## src/tcrb_regs.svh

```systemverilog
`ifndef TCRB_REGS_SVH
`define TCRB_REGS_SVH

// Register offsets on the serial register port
`define TCRB_ADDR_DIV_HIGH 8'h00
`define TCRB_ADDR_DIV_LOW 8'h01
`define TCRB_ADDR_PUMP 8'h02
`define TCRB_ADDR_XTAL_REF 8'h05
`define TCRB_ADDR_SYNTH 8'h06
`define TCRB_ADDR_OSC 8'h07
`define TCRB_ADDR_FILTER 8'h08
`define TCRB_ADDR_CTRL 8'h09
`define TCRB_ADDR_SHUTDOWN 8'h0A

// Reset values
`define TCRB_RST_DIV_HIGH 8'h03
`define TCRB_RST_DIV_LOW 8'hB6
`define TCRB_RST_PUMP 8'h00
`define TCRB_RST_XTAL_REF 8'h04
`define TCRB_RST_SYNTH 8'hC0
`define TCRB_RST_OSC 8'hCC
`define TCRB_RST_FILTER 8'h00
`define TCRB_RST_CTRL 8'h00
`define TCRB_RST_SHUTDOWN 8'h00

// Writable bits; the rest are don't-care and kept at zero
`define TCRB_MASK_DIV_HIGH 8'h7F
`define TCRB_MASK_DIV_LOW 8'hFF
`define TCRB_MASK_PUMP 8'hF0
`define TCRB_MASK_XTAL_REF 8'hFF
`define TCRB_MASK_SYNTH 8'hE0
`define TCRB_MASK_OSC 8'hFF
`define TCRB_MASK_FILTER 8'hFF
`define TCRB_MASK_CTRL 8'hAF
`define TCRB_MASK_SHUTDOWN 8'h7F

// Field positions
`define TCRB_PUMP_MIN_PULSE_HI 7
`define TCRB_PUMP_MIN_PULSE_LO 6
`define TCRB_PUMP_LIN_HI 5
`define TCRB_PUMP_LIN_LO 4
`define TCRB_XTAL_DIV_HI 7
`define TCRB_XTAL_DIV_LO 5
`define TCRB_REF_DIV_HI 4
`define TCRB_REF_DIV_LO 0
`define TCRB_LO_DIV_BIT 7
`define TCRB_PUMP_SRC_BIT 6
`define TCRB_PUMP_HIGH_BIT 5
`define TCRB_OSC_BAND_HI 7
`define TCRB_OSC_BAND_LO 3
`define TCRB_AUTO_BAND_BIT 2
`define TCRB_ADC_LATCH_BIT 1
`define TCRB_ADC_READ_BIT 0
`define TCRB_STANDBY_BIT 7
`define TCRB_FACTORY_PD_BIT 5
`define TCRB_GAIN_HI 3
`define TCRB_GAIN_LO 0
`define TCRB_SD_SYNTH_BIT 6
`define TCRB_SD_DIVIDER_BIT 5
`define TCRB_SD_OSC_BIT 4
`define TCRB_SD_BASEBAND_BIT 3
`define TCRB_SD_MIXER_BIT 2
`define TCRB_SD_RF_GAIN_BIT 1
`define TCRB_SD_FRONT_END_BIT 0

// Divider range and filter corner arithmetic
`define TCRB_N_MIN 15'h0010
`define TCRB_N_MAX 15'h087F
`define TCRB_LPF_BASE_KHZ 17'h0_0FA0
`define TCRB_LPF_OFFSET_CODE 17'h0_000C
`define TCRB_LPF_STEP_KHZ 17'h0_0122

// Timing
`define TCRB_CLK_MHZ 200
`define TCRB_POWERUP_US 100

`endif

```

## src/tcrb_pkg.sv

```systemverilog
package tcrb_pkg;

  typedef logic [7:0] tcrb_byte_t;
  typedef logic [14:0] tcrb_ndiv_t;
  typedef logic [4:0] tcrb_band_t;
  typedef logic [16:0] tcrb_khz_t;

endpackage

```

## src/tcrb_byte_reg.sv

```systemverilog
`timescale 1ns/1ps

module tcrb_byte_reg #(
  parameter logic [7:0] ADDR = 8'h00,
  parameter logic [7:0] RESET_VAL = 8'h00,
  parameter logic [7:0] WR_MASK = 8'hFF
) (
  // Clock and reset
  input wire logic clock_i,
  input wire logic rst_i,
  // Byte write port
  input wire logic wr_valid_i,
  input wire tcrb_pkg::tcrb_byte_t wr_addr_i,
  input wire tcrb_pkg::tcrb_byte_t wr_data_i,
  // Stored value
  output tcrb_pkg::tcrb_byte_t value_o
);

  tcrb_pkg::tcrb_byte_t value_q;
  tcrb_pkg::tcrb_byte_t value_d;

  always_comb begin
    value_d = value_q;
    if (wr_valid_i && (wr_addr_i == ADDR)) begin
      value_d = wr_data_i & WR_MASK;
    end
  end

  always_ff @(posedge clock_i or posedge rst_i) begin
    if (rst_i) begin
      value_q <= RESET_VAL;
    end else begin
      value_q <= value_d;
    end
  end

  assign value_o = value_q;

endmodule

```

## src/tcrb_top.sv

```systemverilog
// What this block does
// - Divide value is high register bits 6..0 above the low register byte.
// - Divide value resets to 950; host keeps it within 16 to 2175.
// - Pump linearity field resets to 00, balanced currents; host keeps 00.
// - Crystal output divide code picks ratio 1 to 8; resets to divide by 1.
// - Reference divide field sets reference ratio; resets to 4, max 31.
// - LO divide bit picks 2 or 4, resets to 4; host uses 2 above 1125MHz.
// - Pump source bit resets to 1; 0 uses pump current bit, 1 auto logic.
// - Oscillator band field picks manual band and auto start band; resets 11001.
// - Auto band enable resets to 1; at 0 band comes only from the register.
// - With auto band off, latch bit latches tuning ADC value; resets 0.
// - With auto band off, read bit enables tuning ADC reads; resets 0.
// - Filter corner is 4MHz plus code minus 12 times 290kHz.
// - Standby disables signal path and synthesizer; crystal parts stay on.
// - Baseband gain code steps about 1dB, 0000 minimum, 1111 maximum.
// - Each shutdown bit powers down one block; all reset to 0.
`timescale 1ns/1ps
`include "tcrb_regs.svh"

module tcrb_top #(
  parameter int POWERUP_CYCLES = `TCRB_POWERUP_US * `TCRB_CLK_MHZ,
  parameter logic [7:0] FILTER_RESET = `TCRB_RST_FILTER
) (
  // Clock and reset
  input wire logic clock_i,
  input wire logic rst_i,
  // Byte writes from the serial front end
  input wire logic wr_valid_i,
  input wire tcrb_pkg::tcrb_byte_t wr_addr_i,
  input wire tcrb_pkg::tcrb_byte_t wr_data_i,
  // From the automatic band-select logic
  input wire tcrb_pkg::tcrb_band_t auto_band_i,
  input wire logic auto_pump_high_i,
  // Synthesizer divider
  output tcrb_pkg::tcrb_ndiv_t n_divide_o,
  output logic n_divide_out_of_range_o,
  // Charge pump
  output logic [1:0] pump_min_pulse_o,
  output logic [1:0] pump_linearity_o,
  output logic pump_current_source_select_o,
  output logic pump_current_high_o,
  output logic pump_current_eff_high_o,
  // Crystal and reference dividers
  output logic [2:0] crystal_out_divide_o,
  output logic [3:0] crystal_out_ratio_o,
  output logic [4:0] ref_divide_o,
  // LO divider
  output logic lo_divide_select_o,
  output logic [2:0] lo_divide_ratio_o,
  // Oscillator band and tuning ADC
  output tcrb_pkg::tcrb_band_t osc_band_code_o,
  output logic auto_band_select_enable_o,
  output tcrb_pkg::tcrb_band_t active_band_o,
  output logic tune_adc_latch_o,
  output logic tune_adc_read_o,
  // Baseband filter and gain
  output tcrb_pkg::tcrb_byte_t filter_corner_code_o,
  output tcrb_pkg::tcrb_khz_t filter_corner_khz_o,
  output logic [3:0] baseband_gain_o,
  // Power control
  output logic standby_o,
  output logic factory_power_down_o,
  output logic synth_loop_off_o,
  output logic divider_off_o,
  output logic oscillator_off_o,
  output logic baseband_off_o,
  output logic mixer_off_o,
  output logic rf_gain_stage_off_o,
  output logic front_end_off_o,
  // Power-up settle status
  output logic write_window_open_o
);

  localparam int PU_W = $clog2(POWERUP_CYCLES + 1);
  // Top bit of the high byte is don't-care, so the cast drops it
  localparam logic [14:0] NDIV_RESET = 15'({`TCRB_RST_DIV_HIGH, `TCRB_RST_DIV_LOW});

  tcrb_pkg::tcrb_byte_t div_high;
  tcrb_pkg::tcrb_byte_t div_low;
  tcrb_pkg::tcrb_byte_t pump_reg;
  tcrb_pkg::tcrb_byte_t xtal_ref;
  tcrb_pkg::tcrb_byte_t synth_reg;
  tcrb_pkg::tcrb_byte_t osc_reg;
  tcrb_pkg::tcrb_byte_t filter_reg;
  tcrb_pkg::tcrb_byte_t ctrl_reg;
  tcrb_pkg::tcrb_byte_t shutdown_reg;

  // Register file; unlisted offsets (unused and test) are accepted and dropped
  tcrb_byte_reg #(
    .ADDR(`TCRB_ADDR_DIV_HIGH),
    .RESET_VAL(`TCRB_RST_DIV_HIGH),
    .WR_MASK(`TCRB_MASK_DIV_HIGH)
  ) u_div_high (
    .clock_i(clock_i),
    .rst_i(rst_i),
    .wr_valid_i(wr_valid_i),
    .wr_addr_i(wr_addr_i),
    .wr_data_i(wr_data_i),
    .value_o(div_high)
  );

  tcrb_byte_reg #(
    .ADDR(`TCRB_ADDR_DIV_LOW),
    .RESET_VAL(`TCRB_RST_DIV_LOW),
    .WR_MASK(`TCRB_MASK_DIV_LOW)
  ) u_div_low (
    .clock_i(clock_i),
    .rst_i(rst_i),
    .wr_valid_i(wr_valid_i),
    .wr_addr_i(wr_addr_i),
    .wr_data_i(wr_data_i),
    .value_o(div_low)
  );

  tcrb_byte_reg #(
    .ADDR(`TCRB_ADDR_PUMP),
    .RESET_VAL(`TCRB_RST_PUMP),
    .WR_MASK(`TCRB_MASK_PUMP)
  ) u_pump (
    .clock_i(clock_i),
    .rst_i(rst_i),
    .wr_valid_i(wr_valid_i),
    .wr_addr_i(wr_addr_i),
    .wr_data_i(wr_data_i),
    .value_o(pump_reg)
  );

  tcrb_byte_reg #(
    .ADDR(`TCRB_ADDR_XTAL_REF),
    .RESET_VAL(`TCRB_RST_XTAL_REF),
    .WR_MASK(`TCRB_MASK_XTAL_REF)
  ) u_xtal_ref (
    .clock_i(clock_i),
    .rst_i(rst_i),
    .wr_valid_i(wr_valid_i),
    .wr_addr_i(wr_addr_i),
    .wr_data_i(wr_data_i),
    .value_o(xtal_ref)
  );

  tcrb_byte_reg #(
    .ADDR(`TCRB_ADDR_SYNTH),
    .RESET_VAL(`TCRB_RST_SYNTH),
    .WR_MASK(`TCRB_MASK_SYNTH)
  ) u_synth (
    .clock_i(clock_i),
    .rst_i(rst_i),
    .wr_valid_i(wr_valid_i),
    .wr_addr_i(wr_addr_i),
    .wr_data_i(wr_data_i),
    .value_o(synth_reg)
  );

  tcrb_byte_reg #(
    .ADDR(`TCRB_ADDR_OSC),
    .RESET_VAL(`TCRB_RST_OSC),
    .WR_MASK(`TCRB_MASK_OSC)
  ) u_osc (
    .clock_i(clock_i),
    .rst_i(rst_i),
    .wr_valid_i(wr_valid_i),
    .wr_addr_i(wr_addr_i),
    .wr_data_i(wr_data_i),
    .value_o(osc_reg)
  );

  tcrb_byte_reg #(
    .ADDR(`TCRB_ADDR_FILTER),
    .RESET_VAL(FILTER_RESET),
    .WR_MASK(`TCRB_MASK_FILTER)
  ) u_filter (
    .clock_i(clock_i),
    .rst_i(rst_i),
    .wr_valid_i(wr_valid_i),
    .wr_addr_i(wr_addr_i),
    .wr_data_i(wr_data_i),
    .value_o(filter_reg)
  );

  tcrb_byte_reg #(
    .ADDR(`TCRB_ADDR_CTRL),
    .RESET_VAL(`TCRB_RST_CTRL),
    .WR_MASK(`TCRB_MASK_CTRL)
  ) u_ctrl (
    .clock_i(clock_i),
    .rst_i(rst_i),
    .wr_valid_i(wr_valid_i),
    .wr_addr_i(wr_addr_i),
    .wr_data_i(wr_data_i),
    .value_o(ctrl_reg)
  );

  tcrb_byte_reg #(
    .ADDR(`TCRB_ADDR_SHUTDOWN),
    .RESET_VAL(`TCRB_RST_SHUTDOWN),
    .WR_MASK(`TCRB_MASK_SHUTDOWN)
  ) u_shutdown (
    .clock_i(clock_i),
    .rst_i(rst_i),
    .wr_valid_i(wr_valid_i),
    .wr_addr_i(wr_addr_i),
    .wr_data_i(wr_data_i),
    .value_o(shutdown_reg)
  );

  // Power-up settle counter; status only, early writes are still taken
  logic [PU_W-1:0] pu_count_q;
  logic [PU_W-1:0] pu_count_d;
  logic window_d;

  always_comb begin
    pu_count_d = pu_count_q;
    // Saturates, so the flag stays up until the next reset
    if (pu_count_q != PU_W'(POWERUP_CYCLES)) begin
      pu_count_d = pu_count_q + PU_W'(1);
    end
    window_d = (pu_count_d == PU_W'(POWERUP_CYCLES));
  end

  always_ff @(posedge clock_i or posedge rst_i) begin
    if (rst_i) begin
      pu_count_q <= '0;
    end else begin
      pu_count_q <= pu_count_d;
    end
  end

  // Decoded controls, all registered once more so outputs are flops
  tcrb_pkg::tcrb_ndiv_t n_div_d;
  logic n_range_d;
  logic [3:0] xtal_ratio_d;
  logic [2:0] lo_ratio_d;
  logic pump_eff_d;
  logic auto_band_d;
  tcrb_pkg::tcrb_band_t band_d;
  logic adc_latch_d;
  logic adc_read_d;
  tcrb_pkg::tcrb_khz_t khz_d;
  logic standby_d;
  logic [6:0] off_d;

  always_comb begin
    n_div_d = {div_high[6:0], div_low};
    // Range flag is advisory; out-of-range values are still applied
    n_range_d = (n_div_d < `TCRB_N_MIN) || (n_div_d > `TCRB_N_MAX);
    xtal_ratio_d = {1'b0, xtal_ref[`TCRB_XTAL_DIV_HI:`TCRB_XTAL_DIV_LO]} + 4'h1;
    lo_ratio_d = synth_reg[`TCRB_LO_DIV_BIT] ? 3'h4 : 3'h2;
    if (synth_reg[`TCRB_PUMP_SRC_BIT]) begin
      pump_eff_d = auto_pump_high_i;
    end else begin
      pump_eff_d = synth_reg[`TCRB_PUMP_HIGH_BIT];
    end
    // Auto mode lags the selector input by one flop
    auto_band_d = osc_reg[`TCRB_AUTO_BAND_BIT];
    if (auto_band_d) begin
      band_d = auto_band_i;
    end else begin
      band_d = osc_reg[`TCRB_OSC_BAND_HI:`TCRB_OSC_BAND_LO];
    end
    adc_latch_d = !auto_band_d && osc_reg[`TCRB_ADC_LATCH_BIT];
    adc_read_d = !auto_band_d && osc_reg[`TCRB_ADC_READ_BIT];
    // Codes below 12 still give a positive corner, so unsigned math is safe
    khz_d = `TCRB_LPF_BASE_KHZ + (17'(filter_reg) * `TCRB_LPF_STEP_KHZ)
            - (`TCRB_LPF_OFFSET_CODE * `TCRB_LPF_STEP_KHZ);
    standby_d = ctrl_reg[`TCRB_STANDBY_BIT];
    // Standby forces signal path and synthesizer off; crystal side untouched
    off_d = shutdown_reg[`TCRB_SD_SYNTH_BIT:`TCRB_SD_FRONT_END_BIT] | {7{standby_d}};
  end

  always_ff @(posedge clock_i or posedge rst_i) begin
    if (rst_i) begin
      // Decoded forms of the register reset bytes, except filter_corner_khz_o, which loads 0
      n_divide_o <= NDIV_RESET;
      n_divide_out_of_range_o <= 1'b0;
      pump_min_pulse_o <= 2'h0;
      pump_linearity_o <= 2'h0;
      pump_current_source_select_o <= 1'b1;
      pump_current_high_o <= 1'b0;
      pump_current_eff_high_o <= 1'b0;
      crystal_out_divide_o <= 3'h0;
      crystal_out_ratio_o <= 4'h1;
      ref_divide_o <= 5'h04;
      lo_divide_select_o <= 1'b1;
      lo_divide_ratio_o <= 3'h4;
      osc_band_code_o <= 5'h19;
      auto_band_select_enable_o <= 1'b1;
      active_band_o <= 5'h19;
      tune_adc_latch_o <= 1'b0;
      tune_adc_read_o <= 1'b0;
      filter_corner_code_o <= 8'h00;
      filter_corner_khz_o <= 17'h0_0000;
      baseband_gain_o <= 4'h0;
      standby_o <= 1'b0;
      factory_power_down_o <= 1'b0;
      synth_loop_off_o <= 1'b0;
      divider_off_o <= 1'b0;
      oscillator_off_o <= 1'b0;
      baseband_off_o <= 1'b0;
      mixer_off_o <= 1'b0;
      rf_gain_stage_off_o <= 1'b0;
      front_end_off_o <= 1'b0;
      write_window_open_o <= 1'b0;
    end else begin
      n_divide_o <= n_div_d;
      n_divide_out_of_range_o <= n_range_d;
      pump_min_pulse_o <= pump_reg[`TCRB_PUMP_MIN_PULSE_HI:`TCRB_PUMP_MIN_PULSE_LO];
      pump_linearity_o <= pump_reg[`TCRB_PUMP_LIN_HI:`TCRB_PUMP_LIN_LO];
      pump_current_source_select_o <= synth_reg[`TCRB_PUMP_SRC_BIT];
      pump_current_high_o <= synth_reg[`TCRB_PUMP_HIGH_BIT];
      pump_current_eff_high_o <= pump_eff_d;
      crystal_out_divide_o <= xtal_ref[`TCRB_XTAL_DIV_HI:`TCRB_XTAL_DIV_LO];
      crystal_out_ratio_o <= xtal_ratio_d;
      ref_divide_o <= xtal_ref[`TCRB_REF_DIV_HI:`TCRB_REF_DIV_LO];
      lo_divide_select_o <= synth_reg[`TCRB_LO_DIV_BIT];
      lo_divide_ratio_o <= lo_ratio_d;
      osc_band_code_o <= osc_reg[`TCRB_OSC_BAND_HI:`TCRB_OSC_BAND_LO];
      auto_band_select_enable_o <= auto_band_d;
      active_band_o <= band_d;
      tune_adc_latch_o <= adc_latch_d;
      tune_adc_read_o <= adc_read_d;
      filter_corner_code_o <= filter_reg;
      filter_corner_khz_o <= khz_d;
      baseband_gain_o <= ctrl_reg[`TCRB_GAIN_HI:`TCRB_GAIN_LO];
      standby_o <= standby_d;
      factory_power_down_o <= ctrl_reg[`TCRB_FACTORY_PD_BIT];
      synth_loop_off_o <= off_d[`TCRB_SD_SYNTH_BIT];
      divider_off_o <= off_d[`TCRB_SD_DIVIDER_BIT];
      oscillator_off_o <= off_d[`TCRB_SD_OSC_BIT];
      baseband_off_o <= off_d[`TCRB_SD_BASEBAND_BIT];
      mixer_off_o <= off_d[`TCRB_SD_MIXER_BIT];
      rf_gain_stage_off_o <= off_d[`TCRB_SD_RF_GAIN_BIT];
      front_end_off_o <= off_d[`TCRB_SD_FRONT_END_BIT];
      write_window_open_o <= window_d;
    end
  end

endmodule

```

## config.mk

```make
export PLATFORM = sky130hd
export DESIGN_NAME = tcrb_top
export DESIGN_NICKNAME = d
export VERILOG_FILES = /design/src/tcrb_pkg.sv /design/src/tcrb_byte_reg.sv /design/src/tcrb_top.sv
export VERILOG_INCLUDE_DIRS = /design/src /design/src/src
export SDC_FILE = /design/constraint.sdc
export NUM_CORES = 1
export LEC_CHECK = 0
export ABC_AREA = 1
export BUFFER_PORTS_ARGS = -buffer_cell sky130_fd_sc_hd__buf_2
export CAP_MARGIN = 20
export CORE_ASPECT_RATIO = 0.5
export CORE_MARGIN = 2
export CORE_UTILIZATION = 55
export CTS_CLUSTER_SIZE = 8
export DETAILED_ROUTE_END_ITERATION = 6
export PLACE_DENSITY = 0.79
export SETUP_SLACK_MARGIN = 0.05
export SYNTH_ARGS = -nofsm -noshare
export SYNTH_HDL_FRONTEND = slang
export SYNTH_SLANG_ARGS = --single-unit
```

## constraint.sdc

```tcl
create_clock -name clock_i -period 6.04 [get_ports clock_i]
set_clock_uncertainty 0.2 [all_clocks]
set_input_delay 0.604 -clock clock_i [delete_from_list [all_inputs] [get_ports clock_i]]
set_output_delay 0.604 -clock clock_i [all_outputs]
set_load 0.02 [all_outputs]
```

; Word-level counts from Yosys, hierarchy flattened
; Cells that the tools add are included.
[classes]
n_addsub = 4
n_mul = 1
magnitude_cmp = 2
eq_ne = 10
muxes = 4
n_bitwise = 1
n_reduce_logical = 14
[ops]
columns = cell, count
row1 = $eq 8x3->1 const B, 3
row2 = $eq 8x4->1 const B, 3
row3 = $add 12x17->17 const A, 1
row4 = $sub 17x12->17 const B, 1
row5 = $mul 8x8->16 const B, 1
row6 = $add 15x1->15 const B, 1
row7 = $eq 15x15->1 const B, 1
row8 = $gt 15x12->1 const B, 1
row9 = $lt 15x5->1 const B, 1
row10 = $mux 15, 1
row11 = $ne 15x15->1 const B, 1
row12 = $logic_and 1x1->1, 11
row13 = $eq 8x1->1 const B, 1
row14 = $eq 8x2->1 const B, 1
row15 = $logic_not 8->1, 1
row16 = $or 7x7->7, 1
row17 = $mux 5, 1
row18 = $add 3x1->4 const B, 1
row19 = $mux 3, 1
row20 = $logic_not 1->1, 1
row21 = $logic_or 1x1->1, 1
row22 = $mux 1, 1
[totals]
regBits = 165
out_inout_bits = 91

; Logic depth before layout (Yosys ltp)
; Gate-level depths: netlist of the first run.
[depth]
ltp_word = 3
mapped_depth = 14
ltp_nobuf = 14

; Modules after synthesis
; Synthesis of the first run repeated with hierarchy kept, for this count alone.
[hier_totals]
cells_unflattened = 778
hier_area_um2 = 7574.8
[modules_own_cells]
columns = module, instances, cells_each, area_per_inst_um2, seq_area_each_um2
row1 = tcrb_top, 1, 393, 4320.4, 2549.9
row2 = tcrb_byte_reg (u_osc), 1, 51, 425.4, 205.2
row3 = tcrb_byte_reg (u_filter), 1, 51, 417.9, 200.2
row4 = tcrb_byte_reg (u_div_high), 1, 50, 415.4, 177.7
row5 = tcrb_byte_reg (u_xtal_ref), 1, 43, 402.9, 201.4
row6 = tcrb_byte_reg (u_shutdown), 1, 41, 375.4, 175.2
row7 = tcrb_byte_reg (u_div_low), 1, 41, 370.4, 206.4
row8 = tcrb_byte_reg (u_ctrl), 1, 42, 357.8, 150.1
row9 = tcrb_byte_reg (u_pump), 1, 37, 281.5, 100.1
row10 = tcrb_byte_reg (u_synth), 1, 29, 207.7, 77.6

; Least setup slack after synthesis of the first run
; Ideal clock, no wire load.
[synth_path]
path_kind = register -> register
startpoint = reg u_filter.value_q[3], in the netlist u_filter.value_o[3]
endpoint = reg filter_corner_khz_o[14]
setup_time_ns = 0.123
arrival_ns = 2.564
required_ns = 5.717
slack_ns = 3.153
path_stages_with_launch = 14
n_path_buf = 0
cell_sequence = dfrtp_1 > ha_1 > ha_1 > ha_1 > fa_1 > nand2_1 > nand2_1 > nand2_1 > nand2_1 > nand2_1 > nand3_1 > nor2_1 > nand2_1 > xor2_1
[synth_via]
elab_chain_len = 3
[synth_lines]
columns = item, line
row1 = start: declaration, tcrb_byte_reg.sv:19  ; tcrb_pkg::tcrb_byte_t value_q;
row2 = start signal: assignment, tcrb_byte_reg.sv:33  ; value_q <= value_d;
row3 = $mul 8x8->16 (no line), n/a
row4 = $add 12x17->17 (no line), n/a
row5 = $sub 17x12->17 (no line), n/a
row6 = via khz_d[14], tcrb_top.sv:238  ; tcrb_pkg::tcrb_khz_t khz_d;
row7 = end signal: assignment, tcrb_top.sv:322  ; filter_corner_khz_o <= khz_d;
row8 = end: declaration, tcrb_top.sv:58  ; output tcrb_pkg::tcrb_khz_t filter_corner_khz_o,
; The timed path passes the listed nets, and every way through them passes these cells.
; A chain may end at the register's enable or synchronous reset.

; Final worst setup path of the first run
; Same ends and word-level chain as after synthesis.

==> impl_metrics.xml, run 1 <==
<?xml version="1.0" encoding="UTF-8"?>
<metrics>
  <group name="route">
    <metric name="routed_wirelength" unit="um">13200</metric>
    <metric name="postRouteAntennaNets" unit="">0</metric>
    <metric name="route.detailed.wl_per_inst" unit="um">14.6</metric>
    <metric name="drt-initial-drc-count" unit="">218</metric>
    <metric name="drt_pass_1_iters" unit="">5</metric>
    <metric name="detail_route.drc_violations" unit="">0</metric>
    <metric name="drt-vias-per-instance" unit="">5.01</metric>
    <metric name="dr_total_vias" unit="">4536</metric>
  </group>
  <group name="worst_setup_path">
    <metric name="critical-path-slowest-cell" unit="">fa_1</metric>
    <metric name="worst_r2r_path_depth" unit="">13</metric>
    <metric name="worst_ep_required_time" unit="ns">6.14</metric>
    <metric name="critical_path.startpoint_type" unit="">flop</metric>
    <metric name="max_stage_delay" unit="ns">0.46</metric>
    <metric name="path_cells" unit="">ha_1 -&gt; ha_1 -&gt; ha_1 -&gt; fa_1 -&gt; nand2_1 -&gt; nand2_1 -&gt; nand2_1 -&gt; nand2_1 -&gt; nand2_1 -&gt; nand3_1 -&gt; nor2_1 -&gt; nand2_1 -&gt; xor2_1</metric>
    <metric name="path_common_cell" unit="">nand2_1</metric>
    <metric name="timing.critical_path.fanout_max" unit="">6</metric>
    <metric name="timing.setup.critical_path_class" unit="">flop to flop</metric>
    <metric name="critPathArrivalTime" unit="ns">3.16</metric>
    <metric name="endpoint_kind" unit="">flop</metric>
  </group>
  <group name="floorplan">
    <metric name="num_rows" unit="">27</metric>
    <metric name="floorplan.core_area" unit="mm^2">0.0112</metric>
    <metric name="initial_utilization" unit="%">57.8</metric>
    <metric name="die_height" unit="um">80.9</metric>
    <metric name="dieWidth" unit="um">158</metric>
    <metric name="io_pins" unit="">116</metric>
    <metric name="floorplan.die_area" unit="mm^2">0.0128</metric>
  </group>
  <group name="min_path">
    <metric name="timing.hold.worst.class" unit="">input pin to asynchronous set/reset pin</metric>
  </group>
  <group name="synth">
    <metric name="yosysSeqAreaShare" unit="%">62.2</metric>
    <metric name="synth_seq_cells" unit="">160</metric>
    <metric name="synth_cell_area" unit="mm^2">0.00650</metric>
    <metric name="synth_cells" unit="">613</metric>
    <metric name="postSynth.asyncResetShare" unit="%">100</metric>
    <metric name="synthFlopType" unit="">dfrtp_1</metric>
    <metric name="synth_warnings" unit="">0</metric>
    <metric name="syn_avg_cell_area" unit="um^2">10.6</metric>
    <metric name="synth-edff-count" unit="">0</metric>
    <metric name="synthDistinctLibCells" unit="">33</metric>
  </group>
  <group name="power">
    <metric name="power_frac_comb" unit="%">8.1</metric>
    <metric name="clock_share_of_power" unit="%">43.8</metric>
    <metric name="power_density_over_the_cells" unit="mW/mm^2">309</metric>
    <metric name="worst_ir_drop_vdd" unit="mV">0.255</metric>
    <metric name="p_sw" unit="uW">592</metric>
    <metric name="internal_power" unit="mW">1.82</metric>
    <metric name="p_seq_share" unit="%">48.0</metric>
    <metric name="sw_frac_of_total" unit="%">24.5</metric>
    <metric name="p_leak" unit="nW">4.23</metric>
  </group>
  <group name="cells_and_area">
    <metric name="commonest_cells_after_routing_fill_and_taps_aside" unit="">nand2_1 (155), dfrtp_1 (128), buf_2 (113)</metric>
    <metric name="areaGrowthSynthToFinish" unit="%">20.1</metric>
    <metric name="n_antenna_cell" unit="">0</metric>
    <metric name="final_util" unit="%">69.4</metric>
    <metric name="layout.nets" unit="">796</metric>
    <metric name="layout.cells.most_common" unit="">nand2_1</metric>
    <metric name="post_route_cells_drive_above_1_share" unit="%">27.6</metric>
    <metric name="final_design_area_no_fill" unit="mm^2">0.00780</metric>
  </group>
  <group name="sta">
    <metric name="timing.final.setup_violations" unit="">0</metric>
    <metric name="fin_crit_sh" unit="%">50.8</metric>
    <metric name="max_freq" unit="MHz">326</metric>
    <metric name="slew_viol_final" unit="">0</metric>
    <metric name="fin_hold_ws" unit="ns">0.127</metric>
    <metric name="worst_slew_pin_tran" unit="ns">0.802</metric>
    <metric name="finalWorstPathRequiredPeriod" unit="ns">3.07</metric>
    <metric name="timing.setup.tns" unit="ns">0</metric>
    <metric name="unrepaired_setup_endpoints_after_global_routing" unit="">false</metric>
    <metric name="max_slew_margin" unit="%">46.5</metric>
    <metric name="post-route-worst-setup-slack" unit="ns">2.97</metric>
    <metric name="finalHoldViolations" unit="">0</metric>
  </group>
  <group name="placement">
    <metric name="placed_area" unit="mm^2">0.00721</metric>
    <metric name="dp_worst_setup_slack" unit="ns">2.98</metric>
    <metric name="dp_hpwl" unit="um">9090</metric>
    <metric name="gpl.final_weighted_congestion" unit="">0.809</metric>
    <metric name="port_buffers" unit="">113</metric>
  </group>
  <group name="grt">
    <metric name="grt_start_max_net_pins" unit="">94</metric>
    <metric name="grt_overflow_total" unit="">0</metric>
    <metric name="grt_util_all_layers" unit="%">22.5</metric>
    <metric name="antenna_violations_before_repair" unit="">0</metric>
    <metric name="number_of_global_route_vias_before_repair" unit="">4367</metric>
    <metric name="grt_first_pass_wirelength" unit="um">21500</metric>
  </group>
  <group name="clocking">
    <metric name="cts_num_sinks" unit="">160</metric>
    <metric name="cts_hold_buf" unit="">0</metric>
    <metric name="cts-root-buf" unit="">clkbuf_16</metric>
    <metric name="h-tree-depth" unit="">4</metric>
    <metric name="cts-buffers-inserted" unit="">17</metric>
    <metric name="clock_latency_on_the_worst_skew_pair" unit="ns">0.41</metric>
    <metric name="post_cts.resized_instances" unit="">0</metric>
    <metric name="cts_buffer_depth" unit="">2</metric>
    <metric name="cts_tree" unit="">built</metric>
    <metric name="cts.repair_timing.setup_buffer_count" unit="">0</metric>
    <metric name="clk_transition_reported_paths" unit="ns">0.06</metric>
  </group>
  <group name="flow_run">
    <metric name="cap_viol_max_count" unit="">0</metric>
  </group>
  <group name="status">
    <metric name="run_status" unit="">finished clean</metric>
  </group>
</metrics>
## path summary, 6_finish.rpt
check	from	end	slack, ns
max	u_filter.value_o[3]	filter_corner_khz_o[14]	2.97
min	rst_i	crystal_out_ratio_o[3]	0.13
max reg2reg	u_filter.value_o[3]	filter_corner_khz_o[14]	2.97
min reg2reg	u_div_low.value_o[1]	n_divide_o[1]	0.17
max in group asynchronous	rst_i	filter_corner_khz_o[14]	4.19
min in group clock_i	u_div_low.value_o[1]	n_divide_o[1]	0.17
## worst max-delay path, delay by kind of cell, from the launching register on
kind / cells / cell delay [ns]
xor gates and xnor gates: 1 / 0.14
and+or+nand+nor: 8 / 0.78
DFF: 1 / 0.45
adders and majority gates: 4 / 1.37
## layer usage
layer	track usage [%]	wire, um
met5	0	0
met1	28.9	5870
met3	5.18	454
met2	38.2	6840
met4	8.36	72
## power groups by stage
stage,Combinational (mW),Clock [mW],Sequential [mW]
global placement,0.192,0,1.18
floorplan,0.0835,0,1.22
detailed placement,0.198,0,1.18
finish,0.197,1.06,1.16
CTS,0.200,1.07,1.16
global route,0.219,1.12,1.16
## cells in the mapped netlist, types with 8 or more instances
cell type	instances	share of area [%]
xor2_1	14	1.9
ha_1	36	6.9
nand3_1	23	1.8
dfstp_2	32	13
clkbuf_1	8	0.46
dfrtp_1	128	49
o21ai_1	10	0.77
o21ai_0	50	3.9
inv_1	54	3.1
nand2_1	155	9.0
nor2_1	36	2.1
## state kept, by name (all words and copies together) (netlist names), 6 cells and up
register	count
filter_corner_khz_o	16
n_divide_o	15
pu_count_q	15
u_div_low.value_o	8
u_filter.value_o	8
u_osc.value_o	8
u_xtal_ref.value_o	8
u_div_high.value_o	7
u_shutdown.value_o	7
filter_corner_code_o	6
u_ctrl.value_o	6
## cell type report
cell class              instances  area [um^2]
clock buffers                  18          439
clock inverters                14          153
fillers                       852         3450
inverters                      56          215
multi-input cells             385         2180
flip-flops and latches        160         4040
well taps                     159          199
repair buffers                114          573
## logic make-up (layout without fill, tap and decap cells)
group,after synthesis,count (layout),share of synthesized area [%]
AO/OA/AOI/OAI,66,66,5.16
AND/OR/NAND/NOR,255,255,17.3
multiplexers,6,6,1.04
other,1,2,0.0577
flip-flops,160,160,62.2
adder cells (fa/ha/maj),37,37,7.24
buffers and inverters,69,202,4.28
XOR/XNOR,19,19,2.68
## metrics by stage
stage | instances | total power, mW
after CTS | 906 | 2.43
after floorplan | 614 | 1.30
after detailed placement | 874 | 1.38
after global routing | 906 | 2.51
after global placement | 874 | 1.37
final | 906 | 2.41
Power figures use the tool's default switching activity.
==> inputs of run 2 (changes only) <==
CORE_UTILIZATION = 50   (was 55)
PLACE_DENSITY = 0.75   (was 0.79)
clock period = 2.6 ns   (was 6.04 ns; I/O delays follow)
==> impl_metrics.xml, run 2 (synthesis gave the netlist of run 1 again) <==
<?xml version="1.0" encoding="UTF-8"?>
<metrics>
  <group name="worst_setup_path">
    <metric name="timing.setup.critical_path_class" unit="">flop to flop</metric>
    <metric name="max_stage_delay" unit="ns">0.46</metric>
    <metric name="critical_path.startpoint_type" unit="">flop</metric>
    <metric name="endpoint_kind" unit="">flop</metric>
    <metric name="path_cells" unit="">ha_4 -&gt; ha_4 -&gt; ha_4 -&gt; buf_4 -&gt; ha_4 -&gt; nor2_1 -&gt; nand2_4 -&gt; nand3_1 -&gt; nand2_1 -&gt; nand2_1 -&gt; nand2_2 -&gt; buf_4 -&gt; xor2_1</metric>
    <metric name="critPathArrivalTime" unit="ns">2.82</metric>
    <metric name="timing.rr.start" unit="">u_filter.value_o[3]</metric>
    <metric name="path_common_cell" unit="">ha_4</metric>
    <metric name="timing.critical_path.fanout_max" unit="">4</metric>
    <metric name="worst_ep_required_time" unit="ns">2.71</metric>
    <metric name="critical-path-slowest-cell" unit="">dfrtp_2</metric>
    <metric name="worst_setup_path_startpoint" unit="">u_filter.value_o[3]</metric>
  </group>
  <group name="clocking">
    <metric name="cts_buffer_depth" unit="">2</metric>
    <metric name="cts_num_sinks" unit="">160</metric>
    <metric name="cts-root-buf" unit="">clkbuf_16</metric>
    <metric name="clock_latency_on_the_worst_skew_pair" unit="ns">0.42</metric>
    <metric name="h-tree-depth" unit="">4</metric>
    <metric name="clk_transition_reported_paths" unit="ns">0.07</metric>
    <metric name="cts-buffers-inserted" unit="">17</metric>
    <metric name="cts_tree" unit="">built</metric>
  </group>
  <group name="grt">
    <metric name="antenna_violations_before_repair" unit="">0</metric>
    <metric name="grt_start_max_net_pins" unit="">65</metric>
    <metric name="grt_first_pass_wirelength" unit="um">22900</metric>
    <metric name="number_of_global_route_vias_before_repair" unit="">4711</metric>
    <metric name="grt_overflow_total" unit="">0</metric>
    <metric name="grt_util_all_layers" unit="%">21.5</metric>
  </group>
  <group name="power">
    <metric name="worst_ir_drop_vdd" unit="mV">0.475</metric>
    <metric name="power_density_over_the_cells" unit="mW/mm^2">697</metric>
    <metric name="p_leak" unit="nW">4.41</metric>
    <metric name="p_sw" unit="mW">1.44</metric>
    <metric name="power_frac_comb" unit="%">9.8</metric>
    <metric name="sw_frac_of_total" unit="%">23.7</metric>
    <metric name="clock_share_of_power" unit="%">45.9</metric>
    <metric name="power" unit="mW">6.09</metric>
    <metric name="p_seq_share" unit="%">44.3</metric>
    <metric name="internal_power" unit="mW">4.65</metric>
  </group>
  <group name="floorplan">
    <metric name="floorplan.die_area" unit="mm^2">0.0140</metric>
    <metric name="floorplan.core_area" unit="mm^2">0.0127</metric>
    <metric name="dieWidth" unit="um">165</metric>
    <metric name="initial_utilization" unit="%">51.3</metric>
    <metric name="num_rows" unit="">29</metric>
    <metric name="io_pins" unit="">116</metric>
    <metric name="die_height" unit="um">84.6</metric>
  </group>
  <group name="placement">
    <metric name="dp_cells" unit="">910</metric>
    <metric name="dp_hpwl" unit="um">9530</metric>
    <metric name="gpl.final_weighted_congestion" unit="">0.882</metric>
    <metric name="port_buffers" unit="">113</metric>
  </group>
  <group name="cells_and_area">
    <metric name="commonest_cells_after_routing_fill_and_taps_aside" unit="">nand2_1 (137), dfrtp_1 (123), buf_2 (113)</metric>
    <metric name="layout.cells.most_common" unit="">nand2_1</metric>
    <metric name="fill_cells" unit="">883</metric>
    <metric name="layoutNonFillerInstCount" unit="">955</metric>
    <metric name="final_util" unit="%">69.0</metric>
    <metric name="final-seq-area" unit="mm^2">0.00405</metric>
    <metric name="layout.nets" unit="">834</metric>
    <metric name="max_flop_register" unit="">filter_corner_khz_o</metric>
    <metric name="reg.largest.list" unit="">filter_corner_khz_o: 16 flops, n_divide_o: 15 flops, pu_count_q: 15 flops</metric>
    <metric name="multi_input_area" unit="mm^2">0.00269</metric>
    <metric name="post_route_cells_drive_above_1_share" unit="%">38.7</metric>
    <metric name="n_antenna_cell" unit="">0</metric>
    <metric name="flip_flop_count_of_the_largest_register_after_layout" unit="">16</metric>
    <metric name="areaGrowthSynthToFinish" unit="%">34.5</metric>
  </group>
  <group name="route">
    <metric name="drt_pass_1_iters" unit="">5</metric>
    <metric name="detail_route.drc_violations" unit="">0</metric>
    <metric name="drt-vias-per-instance" unit="">4.99</metric>
    <metric name="postRouteAntennaNets" unit="">0</metric>
    <metric name="routed_wirelength" unit="um">14600</metric>
    <metric name="route.detailed.wl_per_inst" unit="um">15.2</metric>
    <metric name="dr_total_vias" unit="">4761</metric>
    <metric name="drt-initial-drc-count" unit="">315</metric>
  </group>
  <group name="status">
    <metric name="run_status" unit="">complete, but fails checks</metric>
    <metric name="failed_checks" unit="">negative setup slack</metric>
  </group>
  <group name="sta">
    <metric name="fin_crit_sh" unit="%">104</metric>
    <metric name="timing.final.setup_violations" unit="">5</metric>
    <metric name="unrepaired_setup_endpoints_after_global_routing" unit="">true</metric>
    <metric name="fin_hold_ws" unit="ns">0.0628</metric>
    <metric name="slew_viol_final" unit="">0</metric>
    <metric name="finalWorstPathRequiredPeriod" unit="ns">2.71</metric>
    <metric name="post-route-worst-setup-slack" unit="ns">-0.109</metric>
    <metric name="max_freq" unit="MHz">369</metric>
    <metric name="finalHoldViolations" unit="">0</metric>
  </group>
  <group name="flow_run">
    <metric name="cap_viol_max_count" unit="">0</metric>
  </group>
  <group name="min_path">
    <metric name="min_from" unit="">wr_data_i[2]</metric>
    <metric name="timing.hold.worst.class" unit="">input pin to flop</metric>
  </group>
</metrics>
## run 2: final cells by class
type	count	share of cell area, %
sequential	160	46.3
multi-input combinational	385	30.8
timing repair buffer	152	10.4
inverter	56	2.45
clock buffer	21	5.27
clock inverter	11	2.30
tap	170	2.43
## run 2: critical path: cells and delay by family, from the launching register on
kind,cells,cell delay [ns]
DFF,1,0.46
xor gates and xnor gates,1,0.15
buffers and inverters,2,0.28
and+or+nand+nor,6,0.66
adders and majority gates,4,0.85
## run 2: path summary, 6_finish.rpt
path | endpoint | slack (ns) | cells after the start
min reg2reg | ref_divide_o[2] | 0.17 | 0
max | filter_corner_khz_o[14] | -0.11 | 13
max in group asynchronous | u_div_low.value_o[7] | 1.31 | 4
min in group asynchronous | n_divide_o[14] | 0.20 | 3
max reg2reg | filter_corner_khz_o[14] | -0.11 | 13
min | u_xtal_ref.value_o[2] | 0.06 | 3
## run 2: per-layer routing
layer  vias up  routed length [um]  global-route usage (%)
met4         0                 274                    6.32
li1       2289                   -                       -
met5         -                   0                       0
met2       114                7490                    37.6
met1      2337                6310                    27.0
met3        21                 485                    4.74
## run 2: stage by stage
step | worst slack, ns | TNS [ns] | cell area (um^2)
after detailed placement | -0.189 | -0.614 | 7690
after global routing | -0.212 | -0.905 | 8740
after global placement | -0.103 | -0.289 | 7690
final | -0.109 | -0.356 | 8740
after floorplan | -0.0134 | -0.0213 | 6760
after CTS | -0.0732 | -0.300 | 8510
## run 2: power groups by stage
stage | Combinational, mW | Sequential [mW] | Clock (mW)
floorplan | 0.234 | 2.84 | 0
global placement | 0.529 | 2.74 | 0
detailed placement | 0.542 | 2.74 | 0
CTS | 0.567 | 2.70 | 2.83
global route | 0.651 | 2.71 | 2.96
finish | 0.598 | 2.70 | 2.80
## run 2: what timing repair did
| action | CTS | global route |
|---|---|---|
| gates resized for setup | 21 | 36 |
| pin swaps | 6 | 27 |
| endpoints found under the hold margin | 22 | 0 |
| endpoints found under the setup margin | 6 | 7 |
| hold buffers | 7 | 0 |
| setup buffers | 2 | 4 |
| gates cloned | 0 | 0 |
